===== config.mk =====
export PLATFORM = sky130hd
export DESIGN_NAME = acq_front_end
export DESIGN_NICKNAME = d
export VERILOG_FILES = /design/src/acq_fe_pkg.sv /design/src/acq_front_end.sv
export VERILOG_INCLUDE_DIRS = /design/src
export SDC_FILE = /design/constraint.sdc
export NUM_CORES = 2
export LEC_CHECK = 0
export BUFFER_PORTS_ARGS = -buffer_cell sky130_fd_sc_hd__buf_2
export CAP_MARGIN = 10
export CORE_UTILIZATION = 35
export DETAILED_ROUTE_END_ITERATION = 6
export PLACE_DENSITY_LB_ADDON = 0.2
export SLEW_MARGIN = 20
export SYNTH_ARGS = -nofsm -noshare
export SYNTH_HDL_FRONTEND = slang
export SYNTH_SLANG_ARGS = --single-unit

===== constraint.sdc =====
create_clock -name pclk -period 7.5 [get_ports pclk]
set_clock_uncertainty 0.15 [all_clocks]
set_input_delay 1.5 -clock pclk [delete_from_list [all_inputs] [get_ports pclk]]
set_output_delay 1.5 -clock pclk [all_outputs]
set_load 0.03 [all_outputs]

===== src/acq_fe_cfg.svh =====
`ifndef ACQ_FE_CFG_SVH
`define ACQ_FE_CFG_SVH
`define A_CTRL 12'h000
`define A_STAT 12'h004
`define A_HWIN 12'h008
`define A_VWIN 12'h00C
`define A_HROI 12'h010
`define A_VROI 12'h014
`define A_THR 12'h018
`define A_FMT 12'h01C
`define A_TAPDIR 12'h020
`define A_FRAMES 12'h024
`define A_TRGCFG 12'h028
`define A_TRGSRC 12'h02C
`define A_PULSE1 12'h030
`define A_PULSE2 12'h034
`define A_CCSEL 12'h038
`define A_OCC 12'h03C
`define F_LO 15:0
`define F_HI 31:16
`define C_START 0
`define C_STOP 1
`define C_BIN 2
`define C_INV 3
`define C_MEM32 4
`define C_ARM 5
`define C_PGO 6
`define C_PSTOP 7
`define CTRL_KEEP 8'h1C
`define TD_H 0
`define TD_V 4
`define TC_EDGE 0
`define TC_POL 8
`define TC_DIR 16
`define TC_SE 24
`define TS_LVL 16
`define TS_MASK 24
`define CC_EXT 0
`define CC_PULSE 4
`define CC_LVL 8
`define SRC_LEVEL 2'h0
`define SRC_PULSE 2'h1
`define SRC_ACQ 2'h2
`define MEM_WORDS_16MB 24'h400000
`define MEM_WORDS_32MB 24'h800000
`define STEP_8 5'h08
`define STEP_12 5'h0C
`define WHITE_8 24'h0000FF
`define WHITE_10 24'h0003FF
`define WHITE_12 24'h000FFF
`define WHITE_14 24'h003FFF
`define WHITE_16 24'h00FFFF
`define WHITE_24 24'hFFFFFF
`endif


===== src/acq_fe_pkg.sv =====
package acq_fe_pkg;
	typedef enum logic [3:0] {
		fmt_8x1 = 4'h0, fmt_8x2 = 4'h1, fmt_8x3 = 4'h2,
		fmt_10x1 = 4'h3, fmt_10x2 = 4'h4, fmt_12x1 = 4'h5,
		fmt_12x2 = 4'h6, fmt_14x1 = 4'h7, fmt_16x1 = 4'h8,
		fmt_rgb = 4'h9
	} pix_fmt_t;
	typedef enum logic [1:0] {
		p_idle = 2'h0, p_delay = 2'h1, p_high = 2'h2, p_low = 2'h3
	} pulse_state_t;
	typedef struct packed {
		logic pclk;
		logic fval;
		logic lval;
		logic dval;
		logic spare;
		logic [23:0] data;
		logic [3:0] se;
		logic [1:0] iso;
		logic [1:0] diff;
		logic [3:0] bus;
	} pin_t;
	typedef struct packed {
		pin_t meta;
		pin_t sync;
		logic pclk_d;
		logic fval_d;
		logic lval_d;
		logic [7:0] trg_prev;
		logic [7:0] ctrl;
		logic [31:0] hwin;
		logic [31:0] vwin;
		logic [31:0] hroi;
		logic [31:0] vroi;
		logic [31:0] thr;
		logic [31:0] fmt;
		logic [31:0] tapdir;
		logic [31:0] frames;
		logic [31:0] trgcfg;
		logic [31:0] trgsrc;
		logic [31:0] pulse1;
		logic [31:0] pulse2;
		logic [31:0] ccsel;
		logic [31:0] rdata;
		logic acq;
		logic trig_arm;
		logic frame_on;
		logic ovf;
		logic [15:0] skip_cnt;
		logic [15:0] done_cnt;
		logic [15:0] px;
		logic [15:0] lcnt;
		logic [15:0] ln;
		logic busy;
		logic [1:0] tap;
		logic [23:0] beat;
		logic [15:0] col;
		logic [15:0] row;
		logic mvalid;
		logic [23:0] mdata;
		logic [15:0] mx;
		logic [15:0] my;
		logic [1:0] mtap;
		logic [23:0] occ;
		pulse_state_t pst;
		logic [15:0] ptmr;
		logic [15:0] pcnt;
		logic pout;
		logic [3:0] se_out;
		logic [3:0] se_oe;
		logic [3:0] bus_out;
		logic [3:0] bus_oe;
		logic [3:0] cc;
	} state_t;
endpackage : acq_fe_pkg


===== src/acq_front_end.sv =====
`timescale 1ns/1ps
`include "acq_fe_cfg.svh"
module acq_front_end (
	// clock and reset
	input wire logic pclk,
	input wire logic presetn,
	// apb slave
	input wire logic psel,
	input wire logic penable,
	input wire logic pwrite,
	input wire logic [11:0] paddr,
	input wire logic [31:0] pwdata,
	output logic [31:0] prdata,
	output logic pready,
	output logic pslverr,
	// deserialized camera link
	input wire logic pix_clk,
	input wire logic [23:0] cam_data,
	input wire logic cam_fval,
	input wire logic cam_lval,
	input wire logic cam_dval,
	input wire logic cam_spare,
	// external triggers
	input wire logic [3:0] single_ended_trigger_line_in,
	output logic [3:0] single_ended_trigger_line_out,
	output logic [3:0] single_ended_trigger_line_oe,
	input wire logic [1:0] iso_trigger_input,
	input wire logic [1:0] differential_trigger_input,
	// inter-board bus triggers
	input wire logic [3:0] bus_trig_in,
	output logic [3:0] bus_trig_out,
	output logic [3:0] bus_trig_oe,
	// camera control lines 1-4
	output logic [3:0] cam_ctrl,
	// sdram fifo write side
	output logic mem_wr_valid,
	output logic [23:0] mem_wr_data,
	output logic [15:0] mem_wr_x,
	output logic [15:0] mem_wr_y,
	output logic [1:0] mem_wr_tap,
	input wire logic mem_drain
);
	acq_fe_pkg::state_t q;
	acq_fe_pkg::state_t d;
	acq_fe_pkg::pin_t s;
	acq_fe_pkg::pix_fmt_t fmt;
	logic wr;
	logic ctrl_wr;
	logic mapped;
	logic [31:0] rv;
	logic pix_ev;
	logic fv_rise;
	logic fv_fall;
	logic lv_rise;
	logic beat_ok;
	logic in_win;
	logic [15:0] idx;
	logic [15:0] lc;
	logic [15:0] cur_ln;
	logic [15:0] rx;
	logic [15:0] ry;
	logic [7:0] tin;
	logic [7:0] tev;
	logic trg_start;
	logic sw_start;
	logic [4:0] step;
	logic [4:0] sh;
	logic [1:0] last_tap;
	logic [23:0] white;
	logic [23:0] v;
	logic [23:0] cap;
	logic [15:0] seg;
	logic [15:0] base;
	logic in_thr;
	logic bin_on;
	logic full;
	logic [1:0] src;
	logic lvl;

	assign s = q.sync;
	assign prdata = q.rdata;
	assign pready = 1'b1;
	assign pslverr = psel & penable & ~mapped;
	assign single_ended_trigger_line_out = q.se_out;
	assign single_ended_trigger_line_oe = q.se_oe;
	assign bus_trig_out = q.bus_out;
	assign bus_trig_oe = q.bus_oe;
	assign cam_ctrl = q.cc;
	assign mem_wr_valid = q.mvalid;
	assign mem_wr_data = q.mdata;
	assign mem_wr_x = q.mx;
	assign mem_wr_y = q.my;
	assign mem_wr_tap = q.mtap;

	always_comb begin
		d = q;
		wr = psel & penable & pwrite;
		// link bits enter via two flops
		d.meta = {pix_clk, cam_fval, cam_lval, cam_dval, cam_spare,
			cam_data, single_ended_trigger_line_in, iso_trigger_input,
			differential_trigger_input, bus_trig_in};
		d.sync = q.meta;
		// settled before the status read below uses them
		// eight trigger lines with polarity
		for (int i = 0; i < 8; i++) begin
			if (i < 4) begin
				if (q.trgcfg[`TC_SE + i])
					lvl = s.se[i];
				else if (i < 2)
					lvl = s.iso[i];
				else
					lvl = s.diff[i - 2];
			end else begin
				lvl = s.bus[i - 4];
			end
			tin[i] = lvl ^ q.trgcfg[`TC_POL + i];
		end
		cap = q.ctrl[`C_MEM32] ? `MEM_WORDS_32MB : `MEM_WORDS_16MB;
		full = (q.occ + 24'(q.mvalid)) >= cap;
		mapped = 1'b1;
		rv = 32'h0;
		if (paddr == `A_CTRL) begin
			rv = {24'h0, q.ctrl};
			if (wr)
				d.ctrl = pwdata[7:0] & `CTRL_KEEP;
		end else if (paddr == `A_STAT) begin
			rv = {q.done_cnt, tin, 3'h0, q.trig_arm, q.ovf, full,
				q.frame_on, q.acq};
		end else if (paddr == `A_HWIN) begin
			rv = q.hwin;
			if (wr)
				d.hwin = pwdata;
		end else if (paddr == `A_VWIN) begin
			rv = q.vwin;
			if (wr)
				d.vwin = pwdata;
		end else if (paddr == `A_HROI) begin
			rv = q.hroi;
			if (wr)
				d.hroi = pwdata;
		end else if (paddr == `A_VROI) begin
			rv = q.vroi;
			if (wr)
				d.vroi = pwdata;
		end else if (paddr == `A_THR) begin
			rv = q.thr;
			if (wr)
				d.thr = pwdata;
		end else if (paddr == `A_FMT) begin
			rv = q.fmt;
			if (wr)
				d.fmt = pwdata;
		end else if (paddr == `A_TAPDIR) begin
			rv = q.tapdir;
			if (wr)
				d.tapdir = pwdata;
		end else if (paddr == `A_FRAMES) begin
			rv = q.frames;
			if (wr)
				d.frames = pwdata;
		end else if (paddr == `A_TRGCFG) begin
			rv = q.trgcfg;
			if (wr)
				d.trgcfg = pwdata;
		end else if (paddr == `A_TRGSRC) begin
			rv = q.trgsrc;
			if (wr)
				d.trgsrc = pwdata;
		end else if (paddr == `A_PULSE1) begin
			rv = q.pulse1;
			if (wr)
				d.pulse1 = pwdata;
		end else if (paddr == `A_PULSE2) begin
			rv = q.pulse2;
			if (wr)
				d.pulse2 = pwdata;
		end else if (paddr == `A_CCSEL) begin
			rv = q.ccsel;
			if (wr)
				d.ccsel = pwdata;
		end else if (paddr == `A_OCC) begin
			rv = {8'h0, q.occ};
		end else begin
			mapped = 1'b0;
		end
		// read data captured in setup, shown in access
		if (psel & ~penable)
			d.rdata = rv;
		ctrl_wr = wr && (paddr == `A_CTRL);
		sw_start = ctrl_wr & pwdata[`C_START];

		tev = (q.trgcfg[`TC_EDGE +: 8] & q.trg_prev & ~tin) |
			(~q.trgcfg[`TC_EDGE +: 8] & ~q.trg_prev & tin);
		d.trg_prev = tin;
		trg_start = q.trig_arm && ((tev & q.trgsrc[`TS_MASK +: 8]) != 8'h0);
		if (ctrl_wr & pwdata[`C_ARM])
			d.trig_arm = 1'b1;

		case (q.pst)
			acq_fe_pkg::p_idle: begin
				if (ctrl_wr & pwdata[`C_PGO]) begin
					d.pst = acq_fe_pkg::p_delay;
					d.ptmr = q.pulse1[`F_LO];
					d.pcnt = q.pulse2[`F_HI];
				end
			end
			acq_fe_pkg::p_delay: begin
				d.ptmr = q.ptmr - 16'h1;
				if (q.ptmr <= 16'h1) begin
					d.pst = acq_fe_pkg::p_high;
					d.ptmr = q.pulse1[`F_HI];
				end
			end
			acq_fe_pkg::p_high: begin
				d.ptmr = q.ptmr - 16'h1;
				if (q.ptmr <= 16'h1) begin
					// zero count runs the train until stopped
					if (q.pcnt == 16'h1) begin
						d.pst = acq_fe_pkg::p_idle;
					end else begin
						d.pst = acq_fe_pkg::p_low;
						d.ptmr = 16'(q.pulse2[`F_LO] - q.pulse1[`F_HI]);
					end
					if (q.pcnt != 16'h0)
						d.pcnt = q.pcnt - 16'h1;
				end
			end
			acq_fe_pkg::p_low: begin
				d.ptmr = q.ptmr - 16'h1;
				if (q.ptmr <= 16'h1 || q.ptmr > q.pulse2[`F_LO]) begin
					d.pst = acq_fe_pkg::p_high;
					d.ptmr = q.pulse1[`F_HI];
				end
			end
			default: d.pst = acq_fe_pkg::p_idle;
		endcase
		if (ctrl_wr & pwdata[`C_PSTOP])
			d.pst = acq_fe_pkg::p_idle;
		d.pout = (d.pst == acq_fe_pkg::p_high);

		for (int i = 0; i < 8; i++) begin
			src = q.trgsrc[2 * i +: 2];
			if (src == `SRC_LEVEL)
				lvl = q.trgsrc[`TS_LVL + i];
			else if (src == `SRC_PULSE)
				lvl = q.pout;
			else if (src == `SRC_ACQ)
				lvl = q.acq;
			else
				lvl = q.frame_on;
			lvl = lvl ^ q.trgcfg[`TC_POL + i];
			if (i < 4) begin
				d.se_out[i] = lvl;
				d.se_oe[i] = q.trgcfg[`TC_DIR + i] & q.trgcfg[`TC_SE + i];
			end else begin
				d.bus_out[i - 4] = lvl;
				d.bus_oe[i - 4] = q.trgcfg[`TC_DIR + i];
			end
		end
		for (int i = 0; i < 4; i++) begin
			if (q.ccsel[`CC_EXT + i])
				d.cc[i] = tin[i];
			else if (q.ccsel[`CC_PULSE + i])
				d.cc[i] = q.pout;
			else
				d.cc[i] = q.ccsel[`CC_LVL + i];
		end

		// enables sampled at pixel clock rise
		pix_ev = s.pclk & ~q.pclk_d;
		d.pclk_d = s.pclk;
		fv_rise = pix_ev & s.fval & ~q.fval_d;
		fv_fall = pix_ev & ~s.fval & q.fval_d;
		lv_rise = pix_ev & s.lval & ~q.lval_d;
		if (pix_ev) begin
			d.fval_d = s.fval;
			d.lval_d = s.lval;
		end
		// lines counted from frame enable edge
		lc = fv_rise ? 16'h0 : q.lcnt;
		if (fv_rise)
			d.lcnt = 16'h0;
		if (lv_rise & s.fval) begin
			d.ln = lc;
			d.lcnt = lc + 16'h1;
		end
		cur_ln = (lv_rise & s.fval) ? lc : q.ln;
		// pixels counted from line enable edge
		idx = lv_rise ? 16'h0 : q.px;
		// all three enables qualify a beat
		beat_ok = pix_ev & s.fval & s.lval & s.dval;
		if (beat_ok)
			d.px = idx + 16'h1;
		else if (lv_rise)
			d.px = 16'h0;
		rx = 16'(idx - q.hwin[`F_LO]);
		ry = 16'(cur_ln - q.vwin[`F_LO]);
		in_win = idx >= q.hwin[`F_LO] && rx < q.hwin[`F_HI] &&
			cur_ln >= q.vwin[`F_LO] && ry < q.vwin[`F_HI] &&
			rx >= q.hroi[`F_LO] &&
			16'(rx - q.hroi[`F_LO]) < q.hroi[`F_HI] &&
			ry >= q.vroi[`F_LO] &&
			16'(ry - q.vroi[`F_LO]) < q.vroi[`F_HI];

		if (fv_rise & q.acq) begin
			d.frame_on = (q.skip_cnt == 16'h0);
			if (q.skip_cnt != 16'h0)
				d.skip_cnt = q.skip_cnt - 16'h1;
		end
		if (fv_fall & q.frame_on) begin
			d.frame_on = 1'b0;
			d.done_cnt = q.done_cnt + 16'h1;
			if (q.frames[`F_HI] != 16'h0 &&
					q.done_cnt + 16'h1 == q.frames[`F_HI])
				d.acq = 1'b0;
		end
		if (sw_start | trg_start) begin
			d.acq = 1'b1;
			d.trig_arm = 1'b0;
			d.frame_on = 1'b0;
			d.skip_cnt = q.frames[`F_LO];
			d.done_cnt = 16'h0;
			d.ovf = 1'b0;
		end
		if (ctrl_wr & pwdata[`C_STOP]) begin
			d.acq = 1'b0;
			d.frame_on = 1'b0;
			d.trig_arm = 1'b0;
		end

		fmt = acq_fe_pkg::pix_fmt_t'(q.fmt[3:0]);
		step = `STEP_8;
		last_tap = 2'h0;
		white = `WHITE_8;
		case (fmt)
			acq_fe_pkg::fmt_8x2: last_tap = 2'h1;
			acq_fe_pkg::fmt_8x3: last_tap = 2'h2;
			acq_fe_pkg::fmt_10x1: white = `WHITE_10;
			acq_fe_pkg::fmt_10x2: begin
				white = `WHITE_10;
				step = `STEP_12;
				last_tap = 2'h1;
			end
			acq_fe_pkg::fmt_12x1: white = `WHITE_12;
			acq_fe_pkg::fmt_12x2: begin
				white = `WHITE_12;
				step = `STEP_12;
				last_tap = 2'h1;
			end
			acq_fe_pkg::fmt_14x1: white = `WHITE_14;
			acq_fe_pkg::fmt_16x1: white = `WHITE_16;
			acq_fe_pkg::fmt_rgb: white = `WHITE_24;
			default: white = `WHITE_8;
		endcase

		// only windowed beats of a captured frame
		if (beat_ok & q.frame_on & in_win & ~q.busy) begin
			d.busy = 1'b1;
			d.tap = 2'h0;
			d.beat = s.data;
			d.col = 16'(rx - q.hroi[`F_LO]);
			d.row = 16'(ry - q.vroi[`F_LO]);
		end

		if (q.tap == 2'h0)
			sh = 5'h0;
		else if (q.tap == 2'h1)
			sh = step;
		else
			sh = 5'(step << 1);
		v = (q.beat >> sh) & white;
		in_thr = v >= {8'h0, q.thr[`F_LO]} && v <= {8'h0, q.thr[`F_HI]};
		bin_on = (fmt != acq_fe_pkg::fmt_rgb) &&
			(q.ctrl[`C_BIN] | q.ctrl[`C_INV]);
		seg = q.tapdir[`F_HI];
		if (q.tap == 2'h0)
			base = 16'h0;
		else if (q.tap == 2'h1)
			base = seg;
		else
			base = 16'(seg << 1);

		d.occ = 24'(q.occ + 24'(q.mvalid) -
			24'(mem_drain && q.occ != 24'h0));
		d.mvalid = 1'b0;
		if (q.busy) begin
			if (full) begin
				d.ovf = 1'b1;
			end else begin
				d.mvalid = 1'b1;
				if (!bin_on)
					d.mdata = v;
				else if (in_thr ^ q.ctrl[`C_INV])
					d.mdata = white;
				else
					d.mdata = 24'h0;
				if (q.tapdir[`TD_H + q.tap])
					d.mx = 16'(base + seg - 16'h1 - q.col);
				else
					d.mx = 16'(base + q.col);
				if (q.tapdir[`TD_V + q.tap])
					d.my = 16'(q.vroi[`F_HI] - 16'h1 - q.row);
				else
					d.my = q.row;
				d.mtap = q.tap;
			end
			d.tap = q.tap + 2'h1;
			if (q.tap >= last_tap)
				d.busy = 1'b0;
		end
	end

	always_ff @(posedge pclk or negedge presetn) begin
		if (!presetn)
			q <= '0;
		else
			q <= d;
	end
endmodule : acq_front_end


==> impl_metrics.py <==
metrics = {
    "status": {
        "status": "finished clean",
    },
    "global_route": {
        "grt_pass1_wl_um": 271000,
        "grt_overflow_total": 0,
        "antenna_found_initial": 19,
        "grt_util_all_layers_pct": 26.5,
        "first_global_vias": 37500,
        "grt_max_degree": 150,
    },
    "die": {
        "core_mm2": 0.136,
        "row_count": 135,
        "initial_core_util_pct": 35.4,
        "chipHeight_um": 373,
        "die_area_mm2": 0.139,
        "die_x_um": 373,
        "ios": 204,
    },
    "detailed_routing": {
        "firstDrtPassIters": 7,
        "avgRoutedWirePerCell_um": 27.3,
        "dr_total_vias": 39600,
        "drt_iter0_drc": 4435,
        "post-route-drc-count": 0,
        "ant_nets": 0,
        "routed_wl_um": 188000,
        "drt-vias-per-instance": 5.73,
    },
    "pwr": {
        "p_per_area_mw_per_mm2": 217,
        "total_power_mw": 12.0,
        "p_clk_share_pct": 44.7,
        "p_int_mw": 8.54,
        "p_leak_nw": 26.3,
        "vdd_drop_max_mv": 0.173,
        "p_comb_share_pct": 14.8,
        "switching_share_pct": 28.9,
        "switchingPower_mw": 3.47,
        "seq_power_share_pct": 40.5,
    },
    "sta": {
        "max_freq_mhz": 137,
        "fin_setup_tns_ps": 0,
        "rsz0062_at_grt": "yes",
        "setup_viol": 0,
        "slew_viol_final": 0,
        "worst_pin_slew_ps": 1230,
        "fin_crit_ps": 7310,
        "hold_ws_ps": 188,
        "fin_crit_sh_pct": 97.4,
        "slew_headroom_pct": 18.1,
        "finalHoldViolCount": 0,
    },
    "clock_tree": {
        "cts_tree": "built",
        "cts_root_buf": "clkbuf_16",
        "holdBufCountCts": 0,
        "clockBufferDepth": 3,
        "htreeDepth": 3,
        "cts.sinks": 823,
        "clk_pin_slew_worst_paths_ps": 60,
        "numCtsBuffers": 100,
        "clk_latency_ps": 760,
    },
    "logic_synthesis": {
        "synth-async-reset-ratio_pct": 100,
        "synth_edf_count": 0,
        "ys_seq_area_share_pct": 42.8,
        "yosysUniqueCellTypes": 98,
        "ys_warn_count": 0,
        "synth_cells": 4902,
        "syn-cell-area_mm2": 0.0481,
        "synth_ff_type": "dfrtp_1",
        "synth-seq-cells": 823,
        "syn_nets": 5261,
        "synth.avg_cell_area_um2": 9.82,
    },
    "critical_path": {
        "reg2reg_slack_ps": 190,
        "cp_max_fo": 7,
        "cp-start-kind": "register",
        "crit_path_frequent_cell": "buf_4",
        "endpoint_kind": "register",
        "worst_r2r_endpoint": "q[161]",
        "crit_required_ps": 7980,
        "worstSetupPathType": "reg2reg",
        "crit_family": "compound AO/OA/AOI/OAI gates",
        "r2r_start": "q[747]",
        "critical_path.max_stage_delay_ps": 550,
        "cp.arrival_ps": 7790,
        "path_buf_inv": 12,
        "slowest_stage": "or4b_4",
        "worstRegToRegCells": 36,
    },
    "finish": {
        "layout.nets": 5395,
        "drive_gt1_share_pct": 20.6,
        "fillCellCount": 13400,
        "final_area_mm2": 0.0554,
        "syn_to_final_growth_pct": 15.2,
    },
    "placed_design": {
        "hpwl_um": 140000,
        "gp_congestion": 0.977,
        "place_area_mm2": 0.0511,
        "portBuffers": 201,
    },
    "hold_path": {
        "holdPathStages": 0,
        "hp-class": "reg2reg",
        "min_from": "d[761]",
        "min_to": "q[761]",
    },
    "job": {
        "maxCapViolations": 0,
    },
}
synth_stat cells (11+ instances only):
master,n,area share [%]
xor2_1,104,1.9
nand4_1,49,0.64
nor2_1,245,1.9
and3_1,47,0.61
a21o_1,66,1.0
mux4_2,11,0.51
o221ai_1,37,0.67
ha_1,246,6.4
nand2_1,419,3.3
or3_1,23,0.30
or2_2,28,0.36
a22oi_1,52,0.81
a21oi_1,268,2.8
nand2b_1,34,0.44
nor4_1,44,0.57
buf_4,120,1.9
nor3b_1,12,0.19
buf_1,31,0.24
o21ai_0,372,3.9
o22ai_1,30,0.39
dfrtp_1,823,43
fa_1,22,0.92
o21bai_1,11,0.17
xnor2_1,141,2.6
or4_1,14,0.22
o21a_1,19,0.30
mux2_2,347,8.1
mux2i_1,116,2.4
o31ai_1,18,0.28
a211oi_1,33,0.51
a22o_1,30,0.55
a221oi_1,40,0.73
nor2b_1,27,0.35
o21ai_1,17,0.18
nor3_1,80,0.83
clkbuf_1,189,1.5
buf_2,34,0.35
and2_1,42,0.55
a31oi_1,35,0.46
o2111ai_1,12,0.22
inv_1,321,2.5
nand3_1,92,0.96
o211ai_1,34,0.53
metal layers:
layer	GRT usage, %	wire [um]	vias up
met2	38.9	80200	1629
met4	9.86	6890	2
met5	0	8	-
li1	-	-	17700
met3	4.31	15000	271
met1	39.0	86400	20000
registers in the layout, summed over array words and instances, names as in the netlist:
name and flops:
q 663, d 45, prdata 32, mem_wr_data 24, mem_wr_x 16, mem_wr_y 16
bus_trig_oe 4, bus_trig_out 4, cam_ctrl 4, fmt 4, single_ended_trigger_line_oe 4, single_ended_trigger_line_out 4
mem_wr_tap 2, mem_wr_valid 1
cells by family (layout without fill, tap and decap cells):
| logic type | count (synthesis) | count (layout) | share of synthesized area, % |
|---|---|---|---|
| AOI/OAI and AO/OA | 1166 | 1166 | 15.2 |
| xor gates and xnor gates | 245 | 245 | 4.46 |
| adders and majority gates | 270 | 270 | 7.35 |
| buffers and inverters | 697 | 913 | 6.48 |
| DFF | 823 | 823 | 42.8 |
| muxes | 482 | 482 | 11.2 |
| other | 1 | 6 | 0.00779 |
| and+or+nand+nor | 1218 | 1218 | 12.4 |
power by group through the flow:
stage	Combinational (mW)	Clock [mW]	Sequential (mW)
2_1_floorplan	1.00	0	4.76
3_3_place_gp	1.61	0	4.93
3_5_place_dp	1.62	0	4.93
4_1_cts	1.66	5.47	4.85
5_1_grt	1.92	5.64	4.88
6_report	1.78	5.36	4.86
repair_timing:
item	4_1_cts	5_1_grt
gates cloned	0	1
setup buffers	2	16
pin swaps	6	37
gates resized for setup	16	91
setup endpoints to repair	56	58
endpoints found under the hold margin	0	0
placed cells by master, fill, tap and decap left out, drive strengths merged, types with 29 or more instances in the layout:
cell,instances
a211oi,33
a21o,66
a21oi,268
a221oi,40
a22o,30
a22oi,52
a31oi,35
and2,43
and3,47
buf,405
clkbuf,144
dfrtp,823
ha,246
inv,325
mux2,355
mux2i,116
nand2,419
nand2b,34
nand3,93
nand4,49
nor2,246
nor3,81
nor4,48
o211ai,35
o21ai,389
o221ai,37
o22ai,30
or2,29
xnor2,141
xor2,104
worst max path at each step:
| stage | startpoint | to | slack, ps | depth (start not counted) |
|---|---|---|---|---|
| 2_1_floorplan | q[787] | q[187] | 300 | 30 |
| 3_3_place_gp | q[747] | q[139] | -210 | 32 |
| 3_5_place_dp | q[747] | q[141] | -250 | 32 |
| 4_1_cts | q[747] | q[141] | 9 | 33 |
| 5_1_grt | q[745] | q[147] | -80 | 34 |
| 6_report | q[747] | q[161] | 190 | 36 |
final cells by class:
class	instances	area [um^2]	share of cell area [%]
timing repair buffer	407	2780	5.02
multi-input combinational	3382	25000	45.1
antenna	5	12.5	0.0226
inverter	322	1210	2.18
clock inverter	42	727	1.31
clock buffer	142	2890	5.21
tap	1781	2230	4.02
sequential	823	20600	37.2
worst reg2reg max path, delay by kind of cell (launching register included):
family          cells  cell delay (ps)
mux                 1              320
buf+inv            12             1780
flops               1              370
simple gates        9             1870
compound gates     11             1990
fa+ha+maj           3              710
through the flow:
step                      util [%]  cells  worst slack (ps)
after floorplan                  -   4902               302
after global placement        37.6   6696              -212
after detailed placement      37.6   6696              -247
after CTS                     40.3   6882              8.96
after global routing          40.8   6899             -84.7
final                         40.8   6904               193
(Power assumes the default switching activity.)
